===== src/hdl/cursor_pkg.sv =====
// Notes on behaviour
// - Bit 14 picks trickle or burst requests
// - Bits 11:10 choose planes for alpha forcing
// - Bits 9:8 threshold forces opaque or transparent
// - Mode is bit5 with bits 2:0
// - Bit5 clear: 32bpp and/invert three sizes
// - And/invert: ones show, zeros clear, else invert
// - Bit5 clear: three 2bpp indexed modes
// - Bit5 set: 32bpp alpha format three sizes
// - Bit5 set: 32bpp and/xor three sizes
// - Clamp underlying colour before any combining
// - Base write arms pending control values
// - Base bits 31:12 give 4K-aligned address
// - Rotation fetches 32bpp from last pixel backwards
// - Base, position, palette update at vblank
// - Position is sign-magnitude, upper-left corner
// - Position measured from pipe source corner
// - Rotation leaves programmed position untouched
// - Palette entry holds red, green, blue bytes
// - Index mapping differs per indexed mode
// - Control takes effect when armed and updating
// - Bits 26 and 24 route gamma, CSC
package cursor_pkg;
	// Register byte addresses
	localparam logic [19:0] CTL_ADDR = 20'h70080;
	localparam logic [19:0] BASE_ADDR = 20'h70084;
	localparam logic [19:0] POS_ADDR = 20'h70088;
	localparam logic [19:0] PAL_ADDR = 20'h70090;
	// Writable bits; everything else reads as zero
	localparam logic [31:0] CTL_MASK = 32'h0500cf27;
	localparam logic [31:0] BASE_MASK = 32'hfffff000;
	localparam logic [31:0] POS_MASK = 32'h8fff8fff;
	localparam logic [31:0] PAL_MASK = 32'h00ffffff;
	localparam logic [31:0] REG_RESET = 32'h00000000;
	// Control field positions
	localparam int CTL_GAMMA = 26;
	localparam int CTL_CSC = 24;
	localparam int CTL_ROT = 15;
	localparam int CTL_BURST = 14;
	localparam int CTL_FAP_HI = 11;
	localparam int CTL_FAP_LO = 10;
	localparam int CTL_FAV_HI = 9;
	localparam int CTL_FAV_LO = 8;
	localparam int CTL_MODE5 = 5;
	localparam int CTL_MODE_HI = 2;
	// Forced alpha thresholds
	localparam logic [7:0] FA_50 = 8'h80;
	localparam logic [7:0] FA_75 = 8'hc0;
	localparam logic [7:0] FA_100 = 8'hff;
	localparam logic [7:0] ALPHA_ONE = 8'hff;
	// Fetch granule and request counts per surface
	localparam int CHUNK_SHIFT = 6;
	localparam logic [12:0] CHUNKS_2BPP = 13'h0010;
	localparam logic [12:0] CHUNKS_64 = 13'h0100;
	localparam logic [12:0] CHUNKS_128 = 13'h0400;
	localparam logic [12:0] CHUNKS_256 = 13'h1000;
	localparam logic [3:0] BURST_LEN = 4'h8;

	typedef enum logic [2:0] {FMT_OFF, FMT_AND_INV, FMT_IDX3, FMT_IDX_XOR, FMT_IDX4, FMT_ALPHA_RGB_FORMAT, FMT_AND_XOR} fmt_t;
	typedef enum logic [1:0] {SZ_64, SZ_128, SZ_256} dim_t;
	typedef struct packed {fmt_t fmt; dim_t dim;} mode_t;
	typedef struct packed {logic [7:0] r; logic [7:0] g; logic [7:0] b;} rgb_t;
	typedef struct packed {logic signed [9:0] r; logic signed [9:0] g; logic signed [9:0] b;} wide_rgb_t;
	typedef struct packed {logic y_neg; logic [11:0] y_mag; logic x_neg; logic [11:0] x_mag;} pos_t;

	// Mode select decode; reserved codes behave as disabled
	function automatic mode_t decode_mode(input logic hi, input logic [2:0] lo);
		mode_t m;
		m.fmt = FMT_OFF;
		m.dim = SZ_64;
		case ({hi, lo})
			4'b0010: begin m.fmt = FMT_AND_INV; m.dim = SZ_128; end
			4'b0011: begin m.fmt = FMT_AND_INV; m.dim = SZ_256; end
			4'b0100: m.fmt = FMT_IDX3;
			4'b0101: m.fmt = FMT_IDX_XOR;
			4'b0110: m.fmt = FMT_IDX4;
			4'b0111: m.fmt = FMT_AND_INV;
			4'b1010: begin m.fmt = FMT_ALPHA_RGB_FORMAT; m.dim = SZ_128; end
			4'b1011: begin m.fmt = FMT_ALPHA_RGB_FORMAT; m.dim = SZ_256; end
			4'b1100: m.fmt = FMT_AND_XOR;
			4'b1101: begin m.fmt = FMT_AND_XOR; m.dim = SZ_128; end
			4'b1110: begin m.fmt = FMT_AND_XOR; m.dim = SZ_256; end
			4'b1111: m.fmt = FMT_ALPHA_RGB_FORMAT;
			default: m.fmt = FMT_OFF;
		endcase
		return m;
	endfunction

	function automatic logic is_indexed(input fmt_t f);
		return (f == FMT_IDX3) || (f == FMT_IDX_XOR) || (f == FMT_IDX4);
	endfunction

	function automatic logic [12:0] chunk_count(input mode_t m);
		logic [12:0] n;
		n = CHUNKS_64;
		if (m.fmt == FMT_OFF)
			n = 13'h0000;
		else if (is_indexed(m.fmt))
			n = CHUNKS_2BPP;
		else if (m.dim == SZ_128)
			n = CHUNKS_128;
		else if (m.dim == SZ_256)
			n = CHUNKS_256;
		return n;
	endfunction

	function automatic logic [7:0] clamp8(input logic signed [9:0] v);
		logic [7:0] c;
		c = v[7:0];
		if (v < 10'sd0)
			c = 8'h00;
		else if (v > 10'sd255)
			c = 8'hff;
		return c;
	endfunction
endpackage


===== src/hdl/cursor_pixel_merge.sv =====
`timescale 1ns/1ps
module cursor_pixel_merge (
	input wire logic sys_clk,
	input wire logic rstn,
	input wire cursor_pkg::fmt_t fmt,
	input wire logic [1:0] fa_plane,
	input wire logic [1:0] fa_val,
	input wire cursor_pkg::rgb_t [3:0] pal,
	input wire logic pix_valid,
	input wire logic pix_in_cursor,
	input wire logic [31:0] cur_texel,
	input wire cursor_pkg::wide_rgb_t under_pix,
	input wire logic under_sprite,
	input wire logic under_primary,
	output logic out_valid,
	output cursor_pkg::rgb_t out_pix
);
	cursor_pkg::rgb_t und;
	cursor_pkg::rgb_t col;
	cursor_pkg::rgb_t nxt_pix;
	logic [7:0] alpha;
	logic [7:0] thr;
	logic plane_hit;

	// Divide-by-255 blend; the shortcut is exact at alpha 0 and 255
	function automatic logic [7:0] blend(input logic [7:0] a, input logic [7:0] c, input logic [7:0] u);
		logic [16:0] t;
		t = 17'(a * c) + 17'((8'hff - a) * u);
		t = t + (t >> 8) + 17'h00001;
		return t[15:8];
	endfunction

	// Underlying colour is clamped first so invert and XOR stay in range
	always_comb begin
		und.r = cursor_pkg::clamp8(under_pix.r);
		und.g = cursor_pkg::clamp8(under_pix.g);
		und.b = cursor_pkg::clamp8(under_pix.b);
		col = cursor_pkg::rgb_t'(cur_texel[23:0]);
		alpha = cur_texel[31:24];
		plane_hit = (fa_plane[0] && under_sprite) || (fa_plane[1] && under_primary);
		case (fa_val)
			2'b01: thr = cursor_pkg::FA_50;
			2'b10: thr = cursor_pkg::FA_75;
			default: thr = cursor_pkg::FA_100;
		endcase
		if (fa_val != 2'b00 && plane_hit)
			alpha = (alpha >= thr) ? cursor_pkg::ALPHA_ONE : 8'h00;
		nxt_pix = und;
		if (pix_in_cursor) begin
			case (fmt)
				cursor_pkg::FMT_AND_INV: begin
					if (cur_texel[31:24] == 8'hff)
						nxt_pix = col;
					else if (cur_texel[31:24] != 8'h00)
						nxt_pix = ~und;
				end
				cursor_pkg::FMT_AND_XOR: begin
					if (cur_texel[31:24] == 8'hff)
						nxt_pix = col;
					else if (cur_texel[31:24] != 8'h00)
						nxt_pix = col ^ und;
				end
				cursor_pkg::FMT_ALPHA_RGB_FORMAT: begin
					nxt_pix.r = blend(alpha, col.r, und.r);
					nxt_pix.g = blend(alpha, col.g, und.g);
					nxt_pix.b = blend(alpha, col.b, und.b);
				end
				cursor_pkg::FMT_IDX3, cursor_pkg::FMT_IDX4: begin
					if (!(fmt == cursor_pkg::FMT_IDX3 && cur_texel[1:0] == 2'b10))
						nxt_pix = pal[cur_texel[1:0]];
				end
				cursor_pkg::FMT_IDX_XOR: begin
					// Inversion relies on palette 3 being all ones
					if (cur_texel[1:0] == 2'b11)
						nxt_pix = und ^ pal[3];
					else if (cur_texel[1:0] != 2'b10)
						nxt_pix = pal[cur_texel[1:0]];
				end
				default: nxt_pix = und;
			endcase
		end
	end

	// One registered stage toward the pipe
	always_ff @(posedge sys_clk) begin
		if (!rstn) begin
			out_valid <= 1'b0;
			out_pix <= '0;
		end else begin
			out_valid <= pix_valid;
			out_pix <= nxt_pix;
		end
	end
endmodule // cursor_pixel_merge


===== src/hdl/display_cursor_plane.sv =====
`timescale 1ns/1ps
module display_cursor_plane (
	input wire logic sys_clk,
	input wire logic rstn,
	// Memory-mapped register access
	input wire logic reg_wr,
	input wire logic reg_rd,
	input wire logic [19:0] reg_addr,
	input wire logic [31:0] reg_wdata,
	output logic [31:0] reg_rdata,
	output logic reg_rvalid,
	// Pipe timing
	input wire logic vblank_start,
	input wire logic pipe_en,
	// Display data buffer and memory requests
	input wire logic dbuf_space,
	input wire logic dbuf_burst_room,
	input wire logic fetch_ack,
	output logic fetch_req,
	output logic [31:0] fetch_addr,
	// Pixel path
	input wire logic pix_valid,
	input wire logic pix_in_cursor,
	input wire logic [31:0] cur_texel,
	input wire cursor_pkg::wide_rgb_t under_pix,
	input wire logic under_sprite,
	input wire logic under_primary,
	output logic out_valid,
	output cursor_pkg::rgb_t out_pix,
	// Active state toward the pipe
	output cursor_pkg::pos_t cursor_pos,
	output logic gamma_en,
	output logic csc_en,
	output logic rotate_180
);
	typedef enum logic {F_IDLE, F_RUN} fetch_state_t;

	logic [31:0] pend_ctl_ff;
	logic [31:0] act_ctl_ff;
	logic [31:0] pend_base_ff;
	logic [31:0] act_base_ff;
	logic [31:0] pend_pos_ff;
	logic [31:0] act_pos_ff;
	cursor_pkg::rgb_t [3:0] pend_pal_ff;
	cursor_pkg::rgb_t [3:0] act_pal_ff;
	logic armed_ff;
	logic [31:0] rdata_ff;
	logic rvalid_ff;
	logic [31:0] nxt_rdata;

	fetch_state_t fstate_ff;
	logic [12:0] chunk_ff;
	logic [12:0] total_ff;
	logic [3:0] burst_left_ff;
	logic req_ff;
	logic [31:0] addr_ff;
	logic frame_go_ff;
	// Combinational helpers for decode, update points and fetch address

	logic hit_ctl;
	logic hit_base;
	logic hit_pos;
	logic hit_pal;
	logic [1:0] pal_idx;
	logic upd_now;
	logic ctl_upd;
	cursor_pkg::mode_t act_mode;
	logic rot_eff;
	logic [12:0] nxt_chunk;
	logic [12:0] offs;
	logic [31:0] nxt_addr;

	// Address decode; palette takes four consecutive words
	assign hit_ctl = (reg_addr == cursor_pkg::CTL_ADDR);
	assign hit_base = (reg_addr == cursor_pkg::BASE_ADDR);
	assign hit_pos = (reg_addr == cursor_pkg::POS_ADDR);
	assign hit_pal = (reg_addr[19:4] == cursor_pkg::PAL_ADDR[19:4]) && (reg_addr[1:0] == 2'b00);
	assign pal_idx = reg_addr[3:2];

	// Update points: start of vertical blank, or at once while the pipe is off
	assign upd_now = vblank_start || !pipe_en;
	assign act_mode = cursor_pkg::decode_mode(act_ctl_ff[cursor_pkg::CTL_MODE5],
		act_ctl_ff[cursor_pkg::CTL_MODE_HI:0]);
	// Control also lands while the live cursor is off, but only once armed
	assign ctl_upd = armed_ff && (upd_now || act_mode.fmt == cursor_pkg::FMT_OFF);

	// Pending control; reserved bits are dropped on write
	always_ff @(posedge sys_clk) begin
		if (!rstn) begin
			pend_ctl_ff <= cursor_pkg::REG_RESET;
		end else if (reg_wr && hit_ctl) begin
			pend_ctl_ff <= reg_wdata & cursor_pkg::CTL_MASK;
		end
	end

	// Pending base; a write here is also the arming event
	always_ff @(posedge sys_clk) begin
		if (!rstn) begin
			pend_base_ff <= cursor_pkg::REG_RESET;
		end else if (reg_wr && hit_base) begin
			pend_base_ff <= reg_wdata & cursor_pkg::BASE_MASK;
		end
	end

	// Pending position, sign-magnitude fields kept as written
	always_ff @(posedge sys_clk) begin
		if (!rstn) begin
			pend_pos_ff <= cursor_pkg::REG_RESET;
		end else if (reg_wr && hit_pos) begin
			pend_pos_ff <= reg_wdata & cursor_pkg::POS_MASK;
		end
	end

	// Pending palette; top byte is reserved and never stored
	always_ff @(posedge sys_clk) begin
		if (!rstn) begin
			pend_pal_ff <= '0;
		end else if (reg_wr && hit_pal) begin
			pend_pal_ff[pal_idx] <= cursor_pkg::rgb_t'(reg_wdata[23:0]);
		end
	end

	// Arm flag: a base write in the transfer cycle keeps it set, so
	// the newer control still waits for the following update point
	always_ff @(posedge sys_clk) begin
		if (!rstn) begin
			armed_ff <= 1'b0;
		end else if (reg_wr && hit_base) begin
			armed_ff <= 1'b1;
		end else if (ctl_upd) begin
			armed_ff <= 1'b0;
		end
	end

	// Active control copy, moved only as an armed group
	always_ff @(posedge sys_clk) begin
		if (!rstn) begin
			act_ctl_ff <= cursor_pkg::REG_RESET;
		end else if (ctl_upd) begin
			act_ctl_ff <= pend_ctl_ff;
		end
	end

	// Active base, position and palette follow the plain update point
	always_ff @(posedge sys_clk) begin
		if (!rstn) begin
			act_base_ff <= cursor_pkg::REG_RESET;
			act_pos_ff <= cursor_pkg::REG_RESET;
			act_pal_ff <= '0;
		end else if (upd_now) begin
			act_base_ff <= pend_base_ff;
			act_pos_ff <= pend_pos_ff;
			act_pal_ff <= pend_pal_ff;
		end
	end

	// Read-back shows the written values, not the active ones
	always_comb begin
		nxt_rdata = 32'h00000000;
		if (hit_ctl)
			nxt_rdata = pend_ctl_ff;
		else if (hit_base)
			nxt_rdata = pend_base_ff;
		else if (hit_pos)
			nxt_rdata = pend_pos_ff;
		else if (hit_pal)
			nxt_rdata = {8'h00, pend_pal_ff[pal_idx]};
	end

	// Read answer one cycle after the strobe; unmapped reads return zero
	always_ff @(posedge sys_clk) begin
		if (!rstn) begin
			rdata_ff <= 32'h00000000;
			rvalid_ff <= 1'b0;
		end else begin
			rvalid_ff <= reg_rd;
			if (reg_rd)
				rdata_ff <= nxt_rdata;
		end
	end

	// Frame start is delayed a cycle so the fetch sees the fresh active copy
	always_ff @(posedge sys_clk) begin
		if (!rstn) begin
			frame_go_ff <= 1'b0;
		end else begin
			frame_go_ff <= vblank_start;
		end
	end

	// Fetch ignores rotation for 2bpp formats, which may not be rotated; rotate_180 still passes the bit
	assign rot_eff = act_ctl_ff[cursor_pkg::CTL_ROT] && !cursor_pkg::is_indexed(act_mode.fmt);
	assign nxt_chunk = chunk_ff + 13'h0001;
	// Rotated walk starts at the granule holding the last pixel of the last line
	assign offs = rot_eff ? 13'(total_ff - 13'h0001 - chunk_ff) : chunk_ff;
	// Base address itself is never rewritten; rotation only shifts the offset
	assign nxt_addr = {act_base_ff[31:12], 12'h000} + {13'h0000, offs, 6'h00};

	// Fetch sequencer: one request outstanding, held until acknowledged.
	// Burst mode waits for room for a whole burst, trading latency for
	// fewer, longer memory sessions.
	always_ff @(posedge sys_clk) begin
		if (!rstn) begin
			fstate_ff <= F_IDLE;
			chunk_ff <= 13'h0000;
			total_ff <= 13'h0000;
			burst_left_ff <= 4'h0;
			req_ff <= 1'b0;
			addr_ff <= 32'h00000000;
		end else begin
			case (fstate_ff)
				F_IDLE: begin
					req_ff <= 1'b0;
					if (frame_go_ff && act_mode.fmt != cursor_pkg::FMT_OFF) begin
						fstate_ff <= F_RUN;
						chunk_ff <= 13'h0000;
						total_ff <= cursor_pkg::chunk_count(act_mode);
						burst_left_ff <= 4'h0;
					end
				end
				F_RUN: begin
					if (act_mode.fmt == cursor_pkg::FMT_OFF) begin
						fstate_ff <= F_IDLE;
						req_ff <= 1'b0;
					end else if (req_ff) begin
						if (fetch_ack) begin
							req_ff <= 1'b0;
							chunk_ff <= nxt_chunk;
							if (nxt_chunk == total_ff)
								fstate_ff <= F_IDLE;
						end
					end else if (!act_ctl_ff[cursor_pkg::CTL_BURST]) begin
						if (dbuf_space) begin
							req_ff <= 1'b1;
							addr_ff <= nxt_addr;
						end
					end else if (burst_left_ff != 4'h0) begin
						if (dbuf_space) begin
							req_ff <= 1'b1;
							addr_ff <= nxt_addr;
							burst_left_ff <= burst_left_ff - 4'h1;
						end
					end else if (dbuf_burst_room) begin
						req_ff <= 1'b1;
						addr_ff <= nxt_addr;
						burst_left_ff <= cursor_pkg::BURST_LEN - 4'h1;
					end
				end
				default: begin
					fstate_ff <= F_IDLE;
					req_ff <= 1'b0;
				end
			endcase
		end
	end

	// Pixel combining on the active copies; forced alpha is meaningful
	// only for the alpha formats, others simply ignore the fields
	cursor_pixel_merge merge_u (
		.sys_clk(sys_clk),
		.rstn(rstn),
		.fmt(act_mode.fmt),
		.fa_plane(act_ctl_ff[cursor_pkg::CTL_FAP_HI:cursor_pkg::CTL_FAP_LO]),
		.fa_val(act_ctl_ff[cursor_pkg::CTL_FAV_HI:cursor_pkg::CTL_FAV_LO]),
		.pal(act_pal_ff),
		.pix_valid(pix_valid),
		.pix_in_cursor(pix_in_cursor),
		.cur_texel(cur_texel),
		.under_pix(under_pix),
		.under_sprite(under_sprite),
		.under_primary(under_primary),
		.out_valid(out_valid),
		.out_pix(out_pix)
	);

	// Outputs straight from the registers above
	assign reg_rdata = rdata_ff;
	assign reg_rvalid = rvalid_ff;
	assign fetch_req = req_ff;
	assign fetch_addr = addr_ff;
	assign gamma_en = act_ctl_ff[cursor_pkg::CTL_GAMMA];
	assign csc_en = act_ctl_ff[cursor_pkg::CTL_CSC];
	assign rotate_180 = act_ctl_ff[cursor_pkg::CTL_ROT];
	// Position goes out as programmed, relative to the source upper-left,
	// and is not mirrored under rotation; software compensates
	assign cursor_pos.y_neg = act_pos_ff[31];
	assign cursor_pos.y_mag = act_pos_ff[27:16];
	assign cursor_pos.x_neg = act_pos_ff[15];
	assign cursor_pos.x_mag = act_pos_ff[11:0];
	// Sign bits pass unchanged; the pipe resolves negative offsets
endmodule // display_cursor_plane


===== config.mk =====
export PLATFORM = sky130hd
export DESIGN_NAME = display_cursor_plane
export DESIGN_NICKNAME = d
export VERILOG_FILES = /design/src/hdl/cursor_pkg.sv /design/src/hdl/cursor_pixel_merge.sv /design/src/hdl/display_cursor_plane.sv
export SDC_FILE = /design/constraint.sdc
export NUM_CORES = 2
export LEC_CHECK = 0
export BUFFER_PORTS_ARGS = -buffer_cell sky130_fd_sc_hd__clkbuf_2
export CAP_MARGIN = 40
export CORE_ASPECT_RATIO = 0.9
export CORE_MARGIN = 2
export CORE_UTILIZATION = 63
export CTS_CLUSTER_DIAMETER = 60
export CTS_CLUSTER_SIZE = 28
export DETAILED_ROUTE_END_ITERATION = 6
export GPL_ROUTABILITY_DRIVEN = 0
export GPL_TIMING_DRIVEN = 0
export PLACE_DENSITY = 0.83
export SYNTH_ARGS = -nofsm -noshare
export SYNTH_HDL_FRONTEND = slang
export SYNTH_HIERARCHICAL = 1
export SYNTH_SLANG_ARGS = --single-unit

===== constraint.sdc =====
create_clock -name sys_clk -period 12.9 [get_ports sys_clk]
set_input_delay 0.645 -clock sys_clk [delete_from_list [all_inputs] [get_ports sys_clk]]
set_output_delay 0.645 -clock sys_clk [all_outputs]
set_load 0.005 [all_outputs]

==> metrics.md <==
| Metric | Value |
|---|---|
| Fin crit share | `89.64%` |
| Worst Hold Depth | `3` |
| Worst clock skew | `0.04537 ns` |
| Maximum clock path buffer count | `3` |
| Req. time, crit path | `13.45 ns` |
| Num CTS Buffers | `27` |
| RSZ-0062 raised after global routing | `false` |
| Hold Path Class | `in2reg` |
| # hold bufs at CTS | `0` |
| Peak supply drop | `0.0004578 V` |
| Sequential-to-total area share from yosys stat | `24.16%` |
| Detail Placement HPWL | `97870 µm` |
| EDFF count, synth | `0` |
| Die Height | `227.8 µm` |
| Tmin final | `11.56 ns` |
| Mapped cell area | `0.03505 mm²` |
| Final ANT Viol Nets | `0` |
| Syn-to-layout area delta | `9.371%` |
| Input/output buffers | `239` |
| H-tree depth | `1` |
| Main flop type after synthesis | `dfxtp_1` |
| Fillers | `4459` |
| Total grt overflow | `0` |
| # rows | `82` |
| WL/cell | `22.75 µm` |
| Placed Area | `0.03723 mm²` |
| Post-Syn Area per Cell | `7.944 µm²` |
| DRC errors left | `48` |
| Initial detailed-routing violation count | `5351` |
| Synth Warn # | `6` |
| Post-Synthesis Cells | `4412` |
| Worst path most repeated cell | `fa_1` |
| Slew Limit Fails | `0` |
| Hold slack | `0.2136 ns` |
| Number of clock sinks | `423` |
| Leak | `16.24 nW` |
| Starting density of the core | `63.38%` |
| Core footprint | `0.05530 mm²` |
| Pin count of the biggest net entering global routing | `29` |
| Synth area leaders | `dfxtp_1 24%, fa_1 17%, ha_1 8.6%` |
| First-pass DRT Iterations | `7` |
| Critical path capture point type | `flop` |
| Arr. time, crit path | `12.11 ns` |
| Max incr delay on CP | `0.78 ns` |
| Post-Route WL | `123800 µm` |
| Clock root buffer | `clkbuf_16` |
| CP Depth | `35` |
| P per Cell Area | `279.9 mW/mm²` |
| First-pass GRT wire length | `188200 µm` |
| Crit start category | `flop` |
| Synth area leader | `dfxtp_1` |
| Io pins | `247` |
| Rel. slew slack | `29.89%` |
| WP buf/inv | `6` |
| Post-route cell area | `0.03833 mm²` |
| Vias in the first global route | `33128` |
| # setup viols final | `0` |
| Die Footprint | `0.05754 mm²` |
| Critical path class | `reg2reg` |
| Failing checks | `design-rule violations` |
| Post-cts gate resize count | `0` |
| Initial antenna violation count | `11` |
| CP max stage cell | `clkbuf_1` |
| Via-to-Cell Ratio | `6.428` |
| Max Freq | `86.48 MHz` |
| Yosys top cell area share | `24.16%` |
| Setup bufs post-CTS | `0` |
| Vias | `34970` |
| Share of cells above drive strength 1 | `8.821%` |
| Clk_lat worst skew | `0.66 ns` |
| Delay-heaviest family, CP | `adder cells` |
| Nets | `5357` |
| R2R depth | `35` |
| Max-cap viol count | `0` |
| Post-synthesis async set-or-reset flop share | `0%` |
| PnR Total Power | `10.73 mW` |
| Outcome | `finished, violations left` |
| Synth unique cells | `100` |
| Clock-pin slew on the worst setup and hold paths | `0.10 ns` |
| Total Routing Usage GR | `42.39%` |
| Seq cells post-synth | `423` |
| Crit Path Max Fanout | `10` |
| Fin. Hold Viols | `0` |
| CTS tree | `built` |
| Die width | `252.6 µm` |
| Fin Setup TNS | `0 ns` |
| Worst-Margin Slew | `1.044 ns` |
[cell type report]
class                           instances  area (µm²)  share of cell area (%)
Tap cell                              714       893.4                   2.331
Multi-Input combinational cell       3235       23700                   61.82
Buffer                                309        1211                   3.160
Sequential cell                       423        8468                   22.09
Clock inverter                         20       329.1                  0.8585
Inverter                              447        1678                   4.377
Timing Repair Buffer                  253        1326                   3.460
Clock buffer                           29       703.2                   1.834
Antenna cell                           10       25.02                 0.06528
[Yosys cell counts, types with 13 or more instances]
cell type,count
nand2_1,712
inv_1,446
dfxtp_1,423
a21oi_1,367
nor2_1,325
fa_1,292
clkbuf_1,257
ha_1,242
o21ai_0,209
nand3_1,158
and2_1,114
xnor2_1,81
a211oi_1,63
nor3_1,62
nor2b_1,47
and3_1,42
nand2b_1,38
a311oi_1,31
xor2_1,30
or2_2,28
buf_1,26
o22ai_1,25
mux4_2,24
a2111oi_0,23
a22oi_1,21
o221ai_1,21
buf_2,20
a21o_1,19
a31oi_1,19
nand4_1,18
nor4_1,17
o211ai_1,17
o21ai_1,17
or3_1,14
mux2i_1,13
[through the flow]
stage          utilization, %  instances  worst slack, ns
6_report                69.32       5440            1.337
4_1_cts                 69.19       5426            1.628
2_1_floorplan               -       4414            3.675
3_5_place_dp            67.32       5377            1.625
3_3_place_gp            67.17       5367            1.581
5_1_grt                 69.30       5436            1.010
[registers in the layout (all words and copies together) (netlist names), 4 cells and up]
name / cells
chunk_ff: 13
merge_u/out_pix: 24
pend_pos_ff: 26
burst_left_ff: 4
act_pal_ff: 96
act_ctl_ff: 12
total_ff: 4
fetch_addr: 32
reg_rdata: 32
act_pos_ff: 26
pend_ctl_ff: 12
act_base_ff: 20
pend_pal_ff: 96
pend_base_ff: 20
[path summary, 6_finish.rpt]
path,start,to,slack (ns)
worst min register to register,act_pal_ff[22]$_SDFFE_PN0P_,act_pal_ff[22]$_SDFFE_PN0P_,0.45
worst min-delay path,reg_wdata[30],pend_base_ff[30]$_SDFFE_PN0P_,0.21
worst max register to register,act_ctl_ff[8]$_SDFFE_PN0P_,merge_u/out_pix[21]$_SDFF_PN0_,1.34
worst max-delay path,act_ctl_ff[8]$_SDFFE_PN0P_,merge_u/out_pix[21]$_SDFF_PN0_,1.34
[cell usage in the layout, fill, tap and decap left out, types with 42 or more instances in the layout]
| cell | instances |
|---|---|
| nand2_1 | 712 |
| inv_1 | 446 |
| dfxtp_1 | 423 |
| a21oi_1 | 367 |
| nor2_1 | 325 |
| fa_1 | 292 |
| clkbuf_1 | 257 |
| ha_1 | 242 |
| clkbuf_2 | 239 |
| o21ai_0 | 209 |
| nand3_1 | 158 |
| and2_1 | 114 |
| xnor2_1 | 81 |
| a211oi_1 | 63 |
| nor3_1 | 62 |
| nor2b_1 | 47 |
| and3_1 | 42 |
[worst register-to-register path, delay by kind of cell, from the launching register on]
kind	cells	cell delay, ns
fa+ha+maj	12	5.25
simple gates	11	2.56
compound gates	5	1.36
buf+inv	6	1.27
xor+xnor	1	0.54
flops	1	0.53
[power by group]
group | internal (mW) | switching [mW]
registers | 1.31 | 0.00267
logic | 3.16 | 5.22
clock network | 0.461 | 0.573
[routing by layer]
metal,vias up,GRT usage (%),routed length [µm]
li1,15283,-,-
met5,-,0,42
met2,2705,60.10,48940
met4,6,24.63,9999
met3,724,15.91,19490
met1,16252,55.20,45290
[cell families after synthesis]
group / count (synthesis) / synth area share [%]
flops: 423 / 24.16
simple gates: 1620 / 21.14
xor+xnor: 112 / 2.842
compound gates: 924 / 16.22
mux: 40 / 2.010
buf+inv: 756 / 8.243
fa+ha+maj: 536 / 25.38
other cells: 1 / 0.01070
Power figures use the tool's default switching activity.
